<file path="src/address_breakpoint_unit_defines.svh">
/*
 Constants of the address breakpoint unit: register offsets, field
 positions, reset values, vectors and interrupt bits.
 Assumes inclusion by bare name from the package and the unit module.
*/
// Summary of operation
// - address match with enable raises breakpoint request
// - break forces software interrupt opcode and vector
// - writing one to active bit breaks too
// - opcode-address break precedes that instruction
// - operand-address break follows that instruction
// - software break taken before next instruction
// - match sets active bit; software clears it
// - enable bit 7, read/write, zero disables
// - compare all 16 bits, gated by enable
// - reset clears both address bytes
// - reset clears active and enable bits
// - unchanged address gives no repeated break
// - return from interrupt ends break state
// - timer halted while break in progress
// - watchdog off in break under test voltage
// - flag clearing in break needs clear-enable
// - low-power modes keep enable, block address-match breaks
`ifndef ADDRESS_BREAKPOINT_UNIT_DEFINES_SVH
`define ADDRESS_BREAKPOINT_UNIT_DEFINES_SVH

`define ABU_ADDR_W        8
`define ABU_OFS_STATCTL   8'h00
`define ABU_OFS_ADDRHI    8'h04
`define ABU_OFS_ADDRLO    8'h08
`define ABU_OFS_IRQSTAT   8'h0C
`define ABU_OFS_IRQMASK   8'h10
`define ABU_OFS_FLAGCTL   8'h14

`define ABU_BIT_ENABLE    7
`define ABU_BIT_ACTIVE    6
`define ABU_BIT_FCE       0
`define ABU_BYTE_MSB      7
`define ABU_LANE_LOW      0

`define ABU_IRQ_W         3
`define ABU_IRQ_MATCH     0
`define ABU_IRQ_SOFT      1
`define ABU_IRQ_EXIT      2

`define ABU_RST_BYTE      8'h00
`define ABU_RST_WORD      32'h0000_0000
`define ABU_RST_IRQ       3'h0
`define ABU_VEC_USER      16'hFFFC
`define ABU_VEC_MONITOR   16'hFEFC

`endif

</file>
<file path="src/address_breakpoint_unit_pkg.sv">
/*
 Types of the address breakpoint unit: break sequencing states and the
 packed record that holds all of the unit's state.
 Assumes the defines header is on the include path.
*/
`default_nettype none
`include "address_breakpoint_unit_defines.svh"

package address_breakpoint_unit_pkg;

	typedef enum logic [1:0]
	{
		BRK_IDLE,
		BRK_PEND,
		BRK_ACTIVE
	} brk_state_t;

	typedef struct packed
	{
		logic                   ack;
		logic [31:0]            rdData;
		logic                   breakEnable;
		logic                   breakActive;
		logic [7:0]             addrHigh;
		logic [7:0]             addrLow;
		logic                   matchBlock;
		brk_state_t             seq;
		logic                   request;
		logic                   swiForce;
		logic [15:0]            vector;
		logic [`ABU_IRQ_W-1:0]  irqStatus;
		logic [`ABU_IRQ_W-1:0]  irqMask;
		logic                   flagClearEn;
		logic                   tstMeta;
		logic                   tstSync;
		logic                   irq;
	} abu_regs_t;

endpackage : address_breakpoint_unit_pkg
`default_nettype wire

</file>
<file path="src/address_breakpoint_unit.sv">
/*
 Address breakpoint unit: compares the core address bus with a
 programmed break address, sequences the break towards the core and
 system integration logic, and exposes its registers on classic
 Wishbone with a masked interrupt.
 Assumes the core marks valid addresses, opcode fetches, instruction
 boundaries and return-from-interrupt, all on ref_clk.
*/
`timescale 1ns/10ps
`default_nettype none
`include "address_breakpoint_unit_defines.svh"

module address_breakpoint_unit
(
	input  wire logic                  ref_clk,          // bus clock
	input  wire logic                  reset,            // async, high
	input  wire logic                  wb_cyc_i,         // bus cycle
	input  wire logic                  wb_stb_i,         // strobe
	input  wire logic                  wb_we_i,          // write
	input  wire logic [`ABU_ADDR_W-1:0] wb_adr_i,        // byte address
	input  wire logic [3:0]            wb_sel_i,         // byte lanes
	input  wire logic [31:0]           wb_dat_i,         // write data
	output logic [31:0]                wb_dat_o,         // read data
	output logic                       wb_ack_o,         // acknowledge
	input  wire logic [15:0]           cpuAddr,          // address bus
	input  wire logic                  cpuAddrValid,     // cpu address
	input  wire logic                  opcodeFetch,      // opcode cycle
	input  wire logic                  instrBoundary,    // next instr
	input  wire logic                  returnFromInterrupt, // rti done
	input  wire logic                  lowPowerMode,     // wait/stop
	input  wire logic                  monitorMode,      // monitor mode
	input  wire logic                  testHighVoltage,  // pin, async
	output logic                       breakpointRequest, // pulse
	output logic                       swiForce,         // load opcode
	output logic [15:0]                breakVector,      // vector addr
	output logic                       breakInProgress,  // break state
	output logic                       timerHalt,        // stop timer
	output logic                       watchdogDisable,  // stop wdog
	output logic                       flagClearAllowed, // status clr
	output logic                       irq               // interrupt
);

	address_breakpoint_unit_pkg::abu_regs_t state_ff;
	address_breakpoint_unit_pkg::abu_regs_t nxt_state;

	logic                  busReq;
	logic                  wrTake;
	logic                  wrLane;
	logic [15:0]           breakAddr;
	logic                  addrHit;
	logic                  swBreak;
	logic                  opcodeBreak;
	logic                  operandBreak;
	logic                  breakTaken;
	logic [`ABU_IRQ_W-1:0] irqEvents;
	logic [`ABU_IRQ_W-1:0] irqClear;

	assign busReq    = wb_cyc_i & wb_stb_i;
	// a write lands on the edge that samples ack high
	assign wrTake    = busReq & wb_we_i & state_ff.ack;
	assign wrLane    = wb_sel_i[`ABU_LANE_LOW];
	// live register contents, so a fresh address compares at once
	assign breakAddr = {state_ff.addrHigh, state_ff.addrLow};

	// full 16-bit compare gated by enable; static bus in low power
	assign addrHit = state_ff.breakEnable
		& cpuAddrValid
		& ~lowPowerMode
		& ~state_ff.matchBlock
		& (cpuAddr == breakAddr);

	assign swBreak = wrTake & wrLane
		& (wb_adr_i == `ABU_OFS_STATCTL)
		& wb_dat_i[`ABU_BIT_ACTIVE];

	assign opcodeBreak  = addrHit & opcodeFetch;
	assign operandBreak = addrHit & ~opcodeFetch;

	always_comb
	begin
		breakTaken = 1'b0;
		case (state_ff.seq)
			address_breakpoint_unit_pkg::BRK_IDLE:
				breakTaken = opcodeBreak;
			address_breakpoint_unit_pkg::BRK_PEND:
				breakTaken = instrBoundary;
			default:
				breakTaken = 1'b0;
		endcase
	end

	assign irqEvents = {
		(state_ff.seq == address_breakpoint_unit_pkg::BRK_ACTIVE)
			& returnFromInterrupt,
		swBreak,
		addrHit & (state_ff.seq != address_breakpoint_unit_pkg::BRK_ACTIVE)
	};

	assign irqClear = (wrTake & wrLane & (wb_adr_i == `ABU_OFS_IRQSTAT))
		? wb_dat_i[`ABU_IRQ_W-1:0] : `ABU_RST_IRQ;

	always_comb
	begin
		nxt_state = state_ff;

		// bus slave: ack one cycle after the request, then drop
		nxt_state.ack = busReq & ~state_ff.ack;
		if (busReq & ~state_ff.ack & ~wb_we_i)
		begin
			nxt_state.rdData = `ABU_RST_WORD;
			if (wb_adr_i == `ABU_OFS_STATCTL)
			begin
				nxt_state.rdData[`ABU_BIT_ENABLE] = state_ff.breakEnable;
				nxt_state.rdData[`ABU_BIT_ACTIVE] = state_ff.breakActive;
			end
			else if (wb_adr_i == `ABU_OFS_ADDRHI)
			begin
				nxt_state.rdData[`ABU_BYTE_MSB:0] = state_ff.addrHigh;
			end
			else if (wb_adr_i == `ABU_OFS_ADDRLO)
			begin
				nxt_state.rdData[`ABU_BYTE_MSB:0] = state_ff.addrLow;
			end
			else if (wb_adr_i == `ABU_OFS_IRQSTAT)
			begin
				nxt_state.rdData[`ABU_IRQ_W-1:0] = state_ff.irqStatus;
			end
			else if (wb_adr_i == `ABU_OFS_IRQMASK)
			begin
				nxt_state.rdData[`ABU_IRQ_W-1:0] = state_ff.irqMask;
			end
			else if (wb_adr_i == `ABU_OFS_FLAGCTL)
			begin
				nxt_state.rdData[`ABU_BIT_FCE] = state_ff.flagClearEn;
			end
			else
			begin
				nxt_state.rdData = `ABU_RST_WORD;
			end
		end

		// register writes; unmapped addresses are acked and dropped
		if (wrTake & wrLane)
		begin
			if (wb_adr_i == `ABU_OFS_STATCTL)
			begin
				nxt_state.breakEnable = wb_dat_i[`ABU_BIT_ENABLE];
				nxt_state.breakActive = wb_dat_i[`ABU_BIT_ACTIVE];
			end
			else if (wb_adr_i == `ABU_OFS_ADDRHI)
			begin
				nxt_state.addrHigh   = wb_dat_i[`ABU_BYTE_MSB:0];
				nxt_state.matchBlock = 1'b0;
			end
			else if (wb_adr_i == `ABU_OFS_ADDRLO)
			begin
				nxt_state.addrLow    = wb_dat_i[`ABU_BYTE_MSB:0];
				nxt_state.matchBlock = 1'b0;
			end
			else if (wb_adr_i == `ABU_OFS_IRQMASK)
			begin
				nxt_state.irqMask = wb_dat_i[`ABU_IRQ_W-1:0];
			end
			else if (wb_adr_i == `ABU_OFS_FLAGCTL)
			begin
				nxt_state.flagClearEn = wb_dat_i[`ABU_BIT_FCE];
			end
		end

		// a hardware match sets the active bit over a software clear
		if (addrHit)
		begin
			nxt_state.breakActive = 1'b1;
			nxt_state.matchBlock  = 1'b1;
		end

		// break sequencing toward the core
		nxt_state.request  = breakTaken;
		nxt_state.swiForce = breakTaken;
		if (breakTaken)
		begin
			nxt_state.vector = monitorMode
				? `ABU_VEC_MONITOR : `ABU_VEC_USER;
		end

		case (state_ff.seq)
			address_breakpoint_unit_pkg::BRK_IDLE:
			begin
				if (opcodeBreak)
				begin
					nxt_state.seq = address_breakpoint_unit_pkg::BRK_ACTIVE;
				end
				else if (operandBreak | swBreak)
				begin
					nxt_state.seq = address_breakpoint_unit_pkg::BRK_PEND;
				end
			end
			address_breakpoint_unit_pkg::BRK_PEND:
			begin
				if (instrBoundary)
				begin
					nxt_state.seq = address_breakpoint_unit_pkg::BRK_ACTIVE;
				end
			end
			address_breakpoint_unit_pkg::BRK_ACTIVE:
			begin
				if (returnFromInterrupt)
				begin
					nxt_state.seq = address_breakpoint_unit_pkg::BRK_IDLE;
				end
			end
			default:
			begin
				nxt_state.seq = address_breakpoint_unit_pkg::BRK_IDLE;
			end
		endcase

		// test voltage pin passes two flops before use
		nxt_state.tstMeta = testHighVoltage;
		nxt_state.tstSync = state_ff.tstMeta;

		// sticky events: set wins over write-one-to-clear
		nxt_state.irqStatus = (state_ff.irqStatus & ~irqClear) | irqEvents;
		nxt_state.irq = |(nxt_state.irqStatus & state_ff.irqMask);
	end

	always_ff @(posedge ref_clk or posedge reset)
	begin
		if (reset)
		begin
			state_ff.ack         <= 1'b0;
			state_ff.rdData      <= `ABU_RST_WORD;
			state_ff.breakEnable <= 1'b0;
			state_ff.breakActive <= 1'b0;
			state_ff.addrHigh    <= `ABU_RST_BYTE;
			state_ff.addrLow     <= `ABU_RST_BYTE;
			state_ff.matchBlock  <= 1'b0;
			state_ff.seq         <= address_breakpoint_unit_pkg::BRK_IDLE;
			state_ff.request     <= 1'b0;
			state_ff.swiForce    <= 1'b0;
			state_ff.vector      <= `ABU_VEC_USER;
			state_ff.irqStatus   <= `ABU_RST_IRQ;
			state_ff.irqMask     <= `ABU_RST_IRQ;
			state_ff.flagClearEn <= 1'b0;
			state_ff.tstMeta     <= 1'b0;
			state_ff.tstSync     <= 1'b0;
			state_ff.irq         <= 1'b0;
		end
		else
		begin
			state_ff <= nxt_state;
		end
	end

	assign wb_ack_o          = state_ff.ack;
	assign wb_dat_o          = state_ff.rdData;
	assign breakpointRequest = state_ff.request;
	assign swiForce          = state_ff.swiForce;
	assign breakVector       = state_ff.vector;
	assign breakInProgress   = (state_ff.seq
		== address_breakpoint_unit_pkg::BRK_ACTIVE);
	assign timerHalt         = breakInProgress;
	assign watchdogDisable   = breakInProgress & state_ff.tstSync;
	assign flagClearAllowed  = ~breakInProgress
		| state_ff.flagClearEn;
	assign irq               = state_ff.irq;

endmodule : address_breakpoint_unit
`default_nettype wire

</file>
<file path="config.mk">
export PLATFORM = sky130hd
export DESIGN_NAME = address_breakpoint_unit
export DESIGN_NICKNAME = d
export VERILOG_FILES = /design/src/address_breakpoint_unit_pkg.sv /design/src/address_breakpoint_unit.sv
export VERILOG_INCLUDE_DIRS = /design/src
export SDC_FILE = /design/constraint.sdc
export NUM_CORES = 1
export LEC_CHECK = 0
export BUFFER_PORTS_ARGS = -buffer_cell sky130_fd_sc_hd__buf_2
export CAP_MARGIN = 20
export CORE_UTILIZATION = 49
export DETAILED_ROUTE_END_ITERATION = 6
export HOLD_SLACK_MARGIN = 0.02
export PLACE_DENSITY = 0.95
export SYNTH_ARGS = -nofsm -noshare
export SYNTH_HDL_FRONTEND = slang
export SYNTH_SLANG_ARGS = --single-unit
</file>
<file path="constraint.sdc">
create_clock -name ref_clk -period 3.89 [get_ports ref_clk]
set_input_delay 0.389 -clock ref_clk [delete_from_list [all_inputs] [get_ports ref_clk]]
set_output_delay 0.389 -clock ref_clk [all_outputs]
set_load 0.02 [all_outputs]
</file>
==> out/metrics.cfg, run 1 <==
[status]
status = completed

[global_routing]
overflow = 0
grt_pass1_vias = 1688
grt_max_degree = 43
antenna_found_initial = 0
grt_use_total_pct = 20.2
grt_pass1_wl_um = 8020

[logic_synthesis]
synth_seq_cells = 42
synth_edf_count = 0
synth_async_sr_flop_share_pct = 100
syn_area_um2 = 2530
syn_inst = 250
ys_seq_area_share_pct = 41.6
ys.flop_type = dfrtp_1
synth.distinct_cells = 44
yosysWarnings = 0
postSynthAreaPerCell_um2 = 10.1

[die]
pin_count = 128
rows = 25
coreArea_um2 = 4850
start_util_pct = 52.1
die_y_um = 73.8
die-area_um2 = 5450
dieWidth_um = 73.8

[drt]
antenna_left = 0
first_pass_iters = 4
vias_per_cell = 5.04
num_vias = 1855
drc_errors = 0
drt_iter0_drc = 87
wl_per_cell_um = 14.2
wirelength_um = 5220

[cells_and_area]
fin_nets = 372
final_cell_area_um2 = 2750
diodes = 0
mostFrequentLayoutCells = 61 x buf_2, 41 x dfrtp_1, 39 x conb_1
mostFrequentLayoutCell = buf_2
area_delta_synth_final_pct = 8.91
drive_gt1_share_pct = 33.6

[timing]
timing.slew.headroom_pct = 52.1
fin_crit_sh_pct = 62.4
max_freq_ghz = 0.412
setup-tns-final_ps = 0
finalHoldViolCount = 0
fin_crit_ps = 2430
setup_violations = 0
rsz0062_at_grt = no
tightestPinTransition_ps = 714
clock_skew_ps = 5.95
slew_violations = 0

[power]
leakage_uw = 0.00143
p_clk_share_pct = 33.7
p_comb_share_pct = 13.4
switching_share_pct = 26.6
p_int_uw = 619
p_per_area_nw_per_um2 = 306
ir_drop_mv = 0.241
pwr-share-seq_pct = 52.9
net-switching-power_uw = 224
p_total_uw = 843

[setup_path]
cp.arrival_ps = 2600
path_class = input port to flip-flop
critPathMaxFanout = 8
setup.worst_path.end_class = flip-flop
critPathRequiredTime_ps = 4070
start_kind = input port

[clocking]
cts-root-buf = clkbuf_8
cts_buffers = 5
cts_sinks = 42
cts_tree = yes
cts_htree_levels = 2
holdBufCountCts = 0
cts_setup_buffers = 0
cts_resized = 0
cts_buffer_depth = 2
path_clk_slew_ps = 70
clk_latency_ps = 300

[flow_run]
maxCapViolations = 0

[worst_hold_path]
holdCritPathClass = input port to flip-flop

[placement]
dp_hpwl_um = 4040
gp_congestion = 0.860
port_buffers = 61
placed_area_um2 = 2660

[layer usage]
layer / wire length [um] / up-vias / part of all wire, % / global-route usage (%)
met5: 0 / - / 0 / 0
met4: 80 / 0 / 1.5 / 8.12
met3: 378 / 10 / 7.2 / 5.49
li1: - / 878 / - / -
met2: 2670 / 96 / 51 / 33.0
met1: 2090 / 871 / 40 / 25.3
[sequential cells by signal, indices dropped and copies added, names as in the netlist]
register and cells:
wb_dat_o 8, swiForce 1, breakVector 1, wb_ack_o 1, irq 1, nxt_state 1, breakAddr 16, state_ff 13
[Yosys cell counts, types with 2 or more instances]
| cell type | instances | share of area [%] |
|---|---|---|
| a21oi_1 | 7 | 1.4 |
| xnor2_1 | 14 | 4.9 |
| buf_4 | 50 | 15 |
| mux2i_1 | 7 | 2.8 |
| nand2_1 | 20 | 3.0 |
| nor3_1 | 2 | 0.40 |
| o31ai_1 | 4 | 1.2 |
| nor3b_1 | 2 | 0.59 |
| nor4_1 | 2 | 0.49 |
| nand2b_1 | 2 | 0.49 |
| o21ai_0 | 5 | 0.99 |
| nor2_1 | 10 | 1.5 |
| xor2_1 | 2 | 0.69 |
| and2_1 | 4 | 0.99 |
| conb_1 | 2 | 0.30 |
| buf_2 | 4 | 0.79 |
| o211ai_1 | 2 | 0.59 |
| a22o_1 | 2 | 0.69 |
| or2_2 | 2 | 0.49 |
| nand4_1 | 7 | 1.7 |
| inv_1 | 6 | 0.89 |
| clkbuf_1 | 3 | 0.45 |
| nor2b_1 | 2 | 0.49 |
| mux2_2 | 25 | 11 |
| dfrtp_1 | 41 | 41 |
| a22oi_1 | 2 | 0.59 |
| nand3_1 | 4 | 0.79 |
[power groups by stage]
stage          Combinational (uW)  Sequential, uW  Clock (uW)
2_1_floorplan                 106             454           0
3_3_place_gp                  109             454           0
3_5_place_dp                  111             455           0
4_1_cts                       112             446         292
5_1_grt                       124             447         305
6_report                      113             446         284
[worst max-delay path, cell delays in order]
cell and delay (ps):
buf_2 100, or4_1 670, nor4_1 580, and2_1 480
mux2_2 390
[through the flow]
stage | util, % | setup WS (ps) | hold slack [ps] | cells
after floorplan | - | 1550 | 331 | 287
after global placement | 54.8 | 1220 | 334 | 359
after detailed placement | 54.8 | 1190 | 350 | 359
after CTS | 56.7 | 1500 | 185 | 367
after global routing | 56.8 | 1370 | 191 | 368
final | 56.8 | 1460 | 194 | 368
[layout make-up]
type,count,area (um2)
timing repair buffer,63,318
tap,67,83.8
clock buffer,7,86.3
clock inverter,1,5.00
multi-input combinational,182,1180
fill,426,2100
sequential,42,1050
inverter,6,22.5
[cells by family after synthesis]
group	Yosys count	synth area share, %
DFF	42	41.6
and+or+nand+nor	63	12.9
other	2	0.297
xor gates and xnor gates	16	5.54
muxes	32	13.9
buffers and inverters	63	17.0
AOI/OAI and AO/OA	32	8.71
[path summary, 6_finish.rpt]
check	startpoint	end	slack [ps]	cells after the start
worst max-delay path	wb_adr_i[7]	breakAddr[15]	1460	5
worst min-delay path	testHighVoltage	nxt_state[1]	190	1
worst max register to register	wb_ack_o	breakAddr[15]	1780	4
worst min register to register	nxt_state[1]	state_ff[1]	370	0
max in group asynchronous	reset	breakVector[8]	3310	3
min in group asynchronous	reset	state_ff[29]	220	3
Note: power is estimated with default switching activity, not from simulation.
==> inputs of run 2 (changes only) <==
--- a/config.mk
+++ b/config.mk
@@ -6,12 +6,13 @@
 export SDC_FILE = /design/constraint.sdc
 export NUM_CORES = 1
 export LEC_CHECK = 0
+export ABC_AREA = 1
 export BUFFER_PORTS_ARGS = -buffer_cell sky130_fd_sc_hd__buf_2
 export CAP_MARGIN = 20
-export CORE_UTILIZATION = 49
+export CORE_UTILIZATION = 48
 export DETAILED_ROUTE_END_ITERATION = 6
 export HOLD_SLACK_MARGIN = 0.02
-export PLACE_DENSITY = 0.95
+export PLACE_DENSITY = 0.92
 export SYNTH_ARGS = -nofsm -noshare
 export SYNTH_HDL_FRONTEND = slang
 export SYNTH_SLANG_ARGS = --single-unit
==> constraint.sdc (replaced) <==
create_clock -name ref_clk -period 2.5 [get_ports ref_clk]
set_input_delay 0.25 -clock ref_clk [delete_from_list [all_inputs] [get_ports ref_clk]]
set_output_delay 0.25 -clock ref_clk [all_outputs]
set_load 0.02 [all_outputs]
==> run 2 against run 1 <==
Against the previous run: via count is 29% higher; wire length is 9.4% higher; first-iteration DRC count is 60% higher; sequential power is 56% higher; core utilization is 1.7 points lower; critical path depth is 4 higher; clock power is 89% higher; design area is 11% higher; worst hold slack worse by 140 ps; sequential cell count stayed put.
==> out/metrics.cfg, run 2 <==
[setup_path]
crit_path_cell_trace = xnor2_1 -> nand2_1 -> nor2_1 -> nand3_1 -> nor2_1 -> nand3_1 -> nand2_1 -> nand2_1 -> nand2_1
setup.worst_path.end_class = flip-flop
path_class = flip-flop to flip-flop
critPathRequiredTime_ps = 2760  ; -1310 ps
critPathMaxFanout = 3  ; -5
critPathLaunch = breakAddr[14]
crit_top_cell = nand2_1
slowest_delay_ps = 420  ; -250 ps
critPathSlowestCell = dfrtp_1
cp.arrival_ps = 1900  ; -700 ps
start_kind = flip-flop
r2r-start = breakAddr[14]

[logic_synthesis]
synth.distinct_cells = 32  ; -27%
yosys.area.top_type = dfrtp_1
yosysWarnings = 0  ; unchanged
syn_area_um2 = 2810  ; +11%
netlist.area_leader.share_pct = 36.5  ; -4.1 points
ys.flop_type = dfrtp_1
synth_async_sr_flop_share_pct = 100  ; unchanged
synth_seq_cells = 42  ; unchanged
postSynthAreaPerCell_um2 = 7.27  ; -28%
ys_top_cells_by_area = dfrtp_1 37%, nand2_1 17%, buf_4 13%
ys_seq_area_share_pct = 37.5  ; -4.2 points
synth_edf_count = 0  ; unchanged
syn_inst = 386  ; +54%
synth_common_cells = 124 x nand2_1, 58 x inv_1, 50 x buf_4
synth_most_common_cell = nand2_1

[clocking]
cts_htree_levels = 2  ; unchanged
cts_setup_buffers = 0  ; unchanged
cts_resized = 0  ; unchanged
holdBufCountCts = 0  ; unchanged
cts_buffer_depth = 2  ; unchanged
cts_sinks = 42  ; unchanged
clk_latency_ps = 310  ; about the same
path_clk_slew_ps = 80  ; about the same
cts_tree = yes
cts-root-buf = clkbuf_8
cts_buffers = 5  ; unchanged

[timing]
fin_crit_sh_pct = 65.5
fin_crit_ps = 1640
setup-tns-final_ps = 0  ; unchanged
clock_skew_ps = 7.89  ; +1.94 ps
tightestPinTransition_ps = 524  ; -190 ps
timing.slew.headroom_pct = 65.1  ; +13 points
finalHoldViolCount = 0  ; unchanged
setup_violations = 0  ; unchanged
rsz0062_at_grt = no
slew_violations = 0  ; unchanged
max_freq_ghz = 0.610

[cells_and_area]
drive_gt1_share_pct = 24.2  ; -9.3 points
area_delta_synth_final_pct = 9.27
mostFrequentLayoutCell = nand2_1
largest_register_ffs = 16  ; unchanged
diodes = 0  ; unchanged
mostFrequentLayoutCells = 124 x nand2_1, 61 x buf_2, 58 x inv_1
fin_nets = 513  ; +38%
post-route-util_pct = 55.0  ; -1.7 points

[global_routing]
overflow = 0  ; unchanged
met1_usage_pct = 22.5  ; -2.7 points
grt_use_total_pct = 20.0  ; -0.17 points
grt_pass1_wl_um = 9570  ; +19%
grtUsageMet2_pct = 34.6  ; +1.6 points
grt_pass1_vias = 2292  ; +36%
antenna_found_initial = 0  ; unchanged
grt_max_degree = 43  ; unchanged
top_usage_layer = met2
met3_usage_pct = 4.53  ; -0.95 points

[worst_hold_path]
hp-start = testHighVoltage
holdCritPathClass = input port to flip-flop

[die]
dieWidth_um = 78.5  ; +6.3%
pin_count = 128  ; unchanged
die_y_um = 78.5  ; +6.3%
rows = 27  ; +8.0%
start_util_pct = 50.4  ; -1.8 points
coreArea_um2 = 5570  ; +15%
die-area_um2 = 6160  ; +13%

[drt]
antenna_left = 0  ; unchanged
num_vias = 2393  ; +29%
wirelength_um = 5710  ; +9.4%
first_pass_iters = 4  ; unchanged
wl_per_cell_um = 11.1  ; -22%
drt_iter0_drc = 139  ; +60%
drc_errors = 0  ; unchanged
vias_per_cell = 4.66  ; -7.6%

[power]
p_per_area_nw_per_um2 = 466  ; +52%
leakage_uw = 0.00179  ; +25%
ir_drop_mv = 0.277  ; +15%

[placement]
port_buffers = 61  ; unchanged
dp_hpwl_um = 4520  ; +12%
gp_congestion = 0.902  ; +4.9%

[flow_run]
maxCapViolations = 0  ; unchanged

[status]
status = completed

[run 2: cell types whose count changed in the layout (fill, tap and decap cells not counted), sizes merged, moves of 5 or more]
cell   previous run  this run
nor2             10        36
nand4             7         2
inv               6        62
nand3             4        16
nand2            20       127
mux2             25         0
xnor2            14         3
o21ai             5        24
[run 2: metrics by stage]
stage	cell area (um2)	setup slack, ps	total power (uW)	hold slack, ps	std cells
floorplan	2950	950	894	281	423
global placement	2960	960	901	336	506
detailed placement	2960	925	906	335	506
CTS	3070	879	1430	47.9	514
global route	3070	686	1490	45.0	514
finish	3070	862	1430	49.3	514
[run 2: layout make-up]
| type | instances | area (um2) |
|---|---|---|
| repair buffers | 63 | 320 |
| clock inverters | 3 | 40.0 |
| flip-flops and latches | 42 | 1050 |
| well taps | 72 | 90.1 |
| clock buffers | 5 | 68.8 |
| fillers | 518 | 2510 |
| inverters | 62 | 233 |
| multi-input cells | 267 | 1260 |
[run 2: power breakdown]
group / switching, uW / internal, uW / leakage, uW
Clock: 243 / 294 / 0.0000579
Combinational: 141 / 54.9 / 0.00117
Sequential: 6.71 / 690 / 0.000561
[run 2: per-layer routing]
layer  wire length, um  vias to the layer above
met5                 0                        -
met1              2330                     1077
li1                  -                     1198
met2              2860                      103
met4               198                        0
met3               321                       15
[run 2: final timing paths]
| kind | endpoint | cells after the start | slack (ps) |
|---|---|---|---|
| max | breakVector[8] | 9 | 860 |
| min | nxt_state[1] | 1 | 50 |
| max reg2reg | breakVector[8] | 9 | 860 |
| min reg2reg | state_ff[1] | 0 | 350 |
| max in group asynchronous | breakVector[8] | 3 | 2070 |
| min in group asynchronous | state_ff[3] | 3 | 70 |
[run 2: cell families after synthesis]
kind of cell    synth area share, %
simple gates                   28.3
flops                          37.5
buf+inv                        22.5
compound gates                 9.13
other cells                   0.267
xor+xnor                       1.25
mux                            1.07
[run 2: worst max-delay path: cells and delay by family (launching register included)]
family / cells / cell delay, ps
XOR/XNOR: 1 / 260
flip-flops: 1 / 420
AND/OR/NAND/NOR: 8 / 910
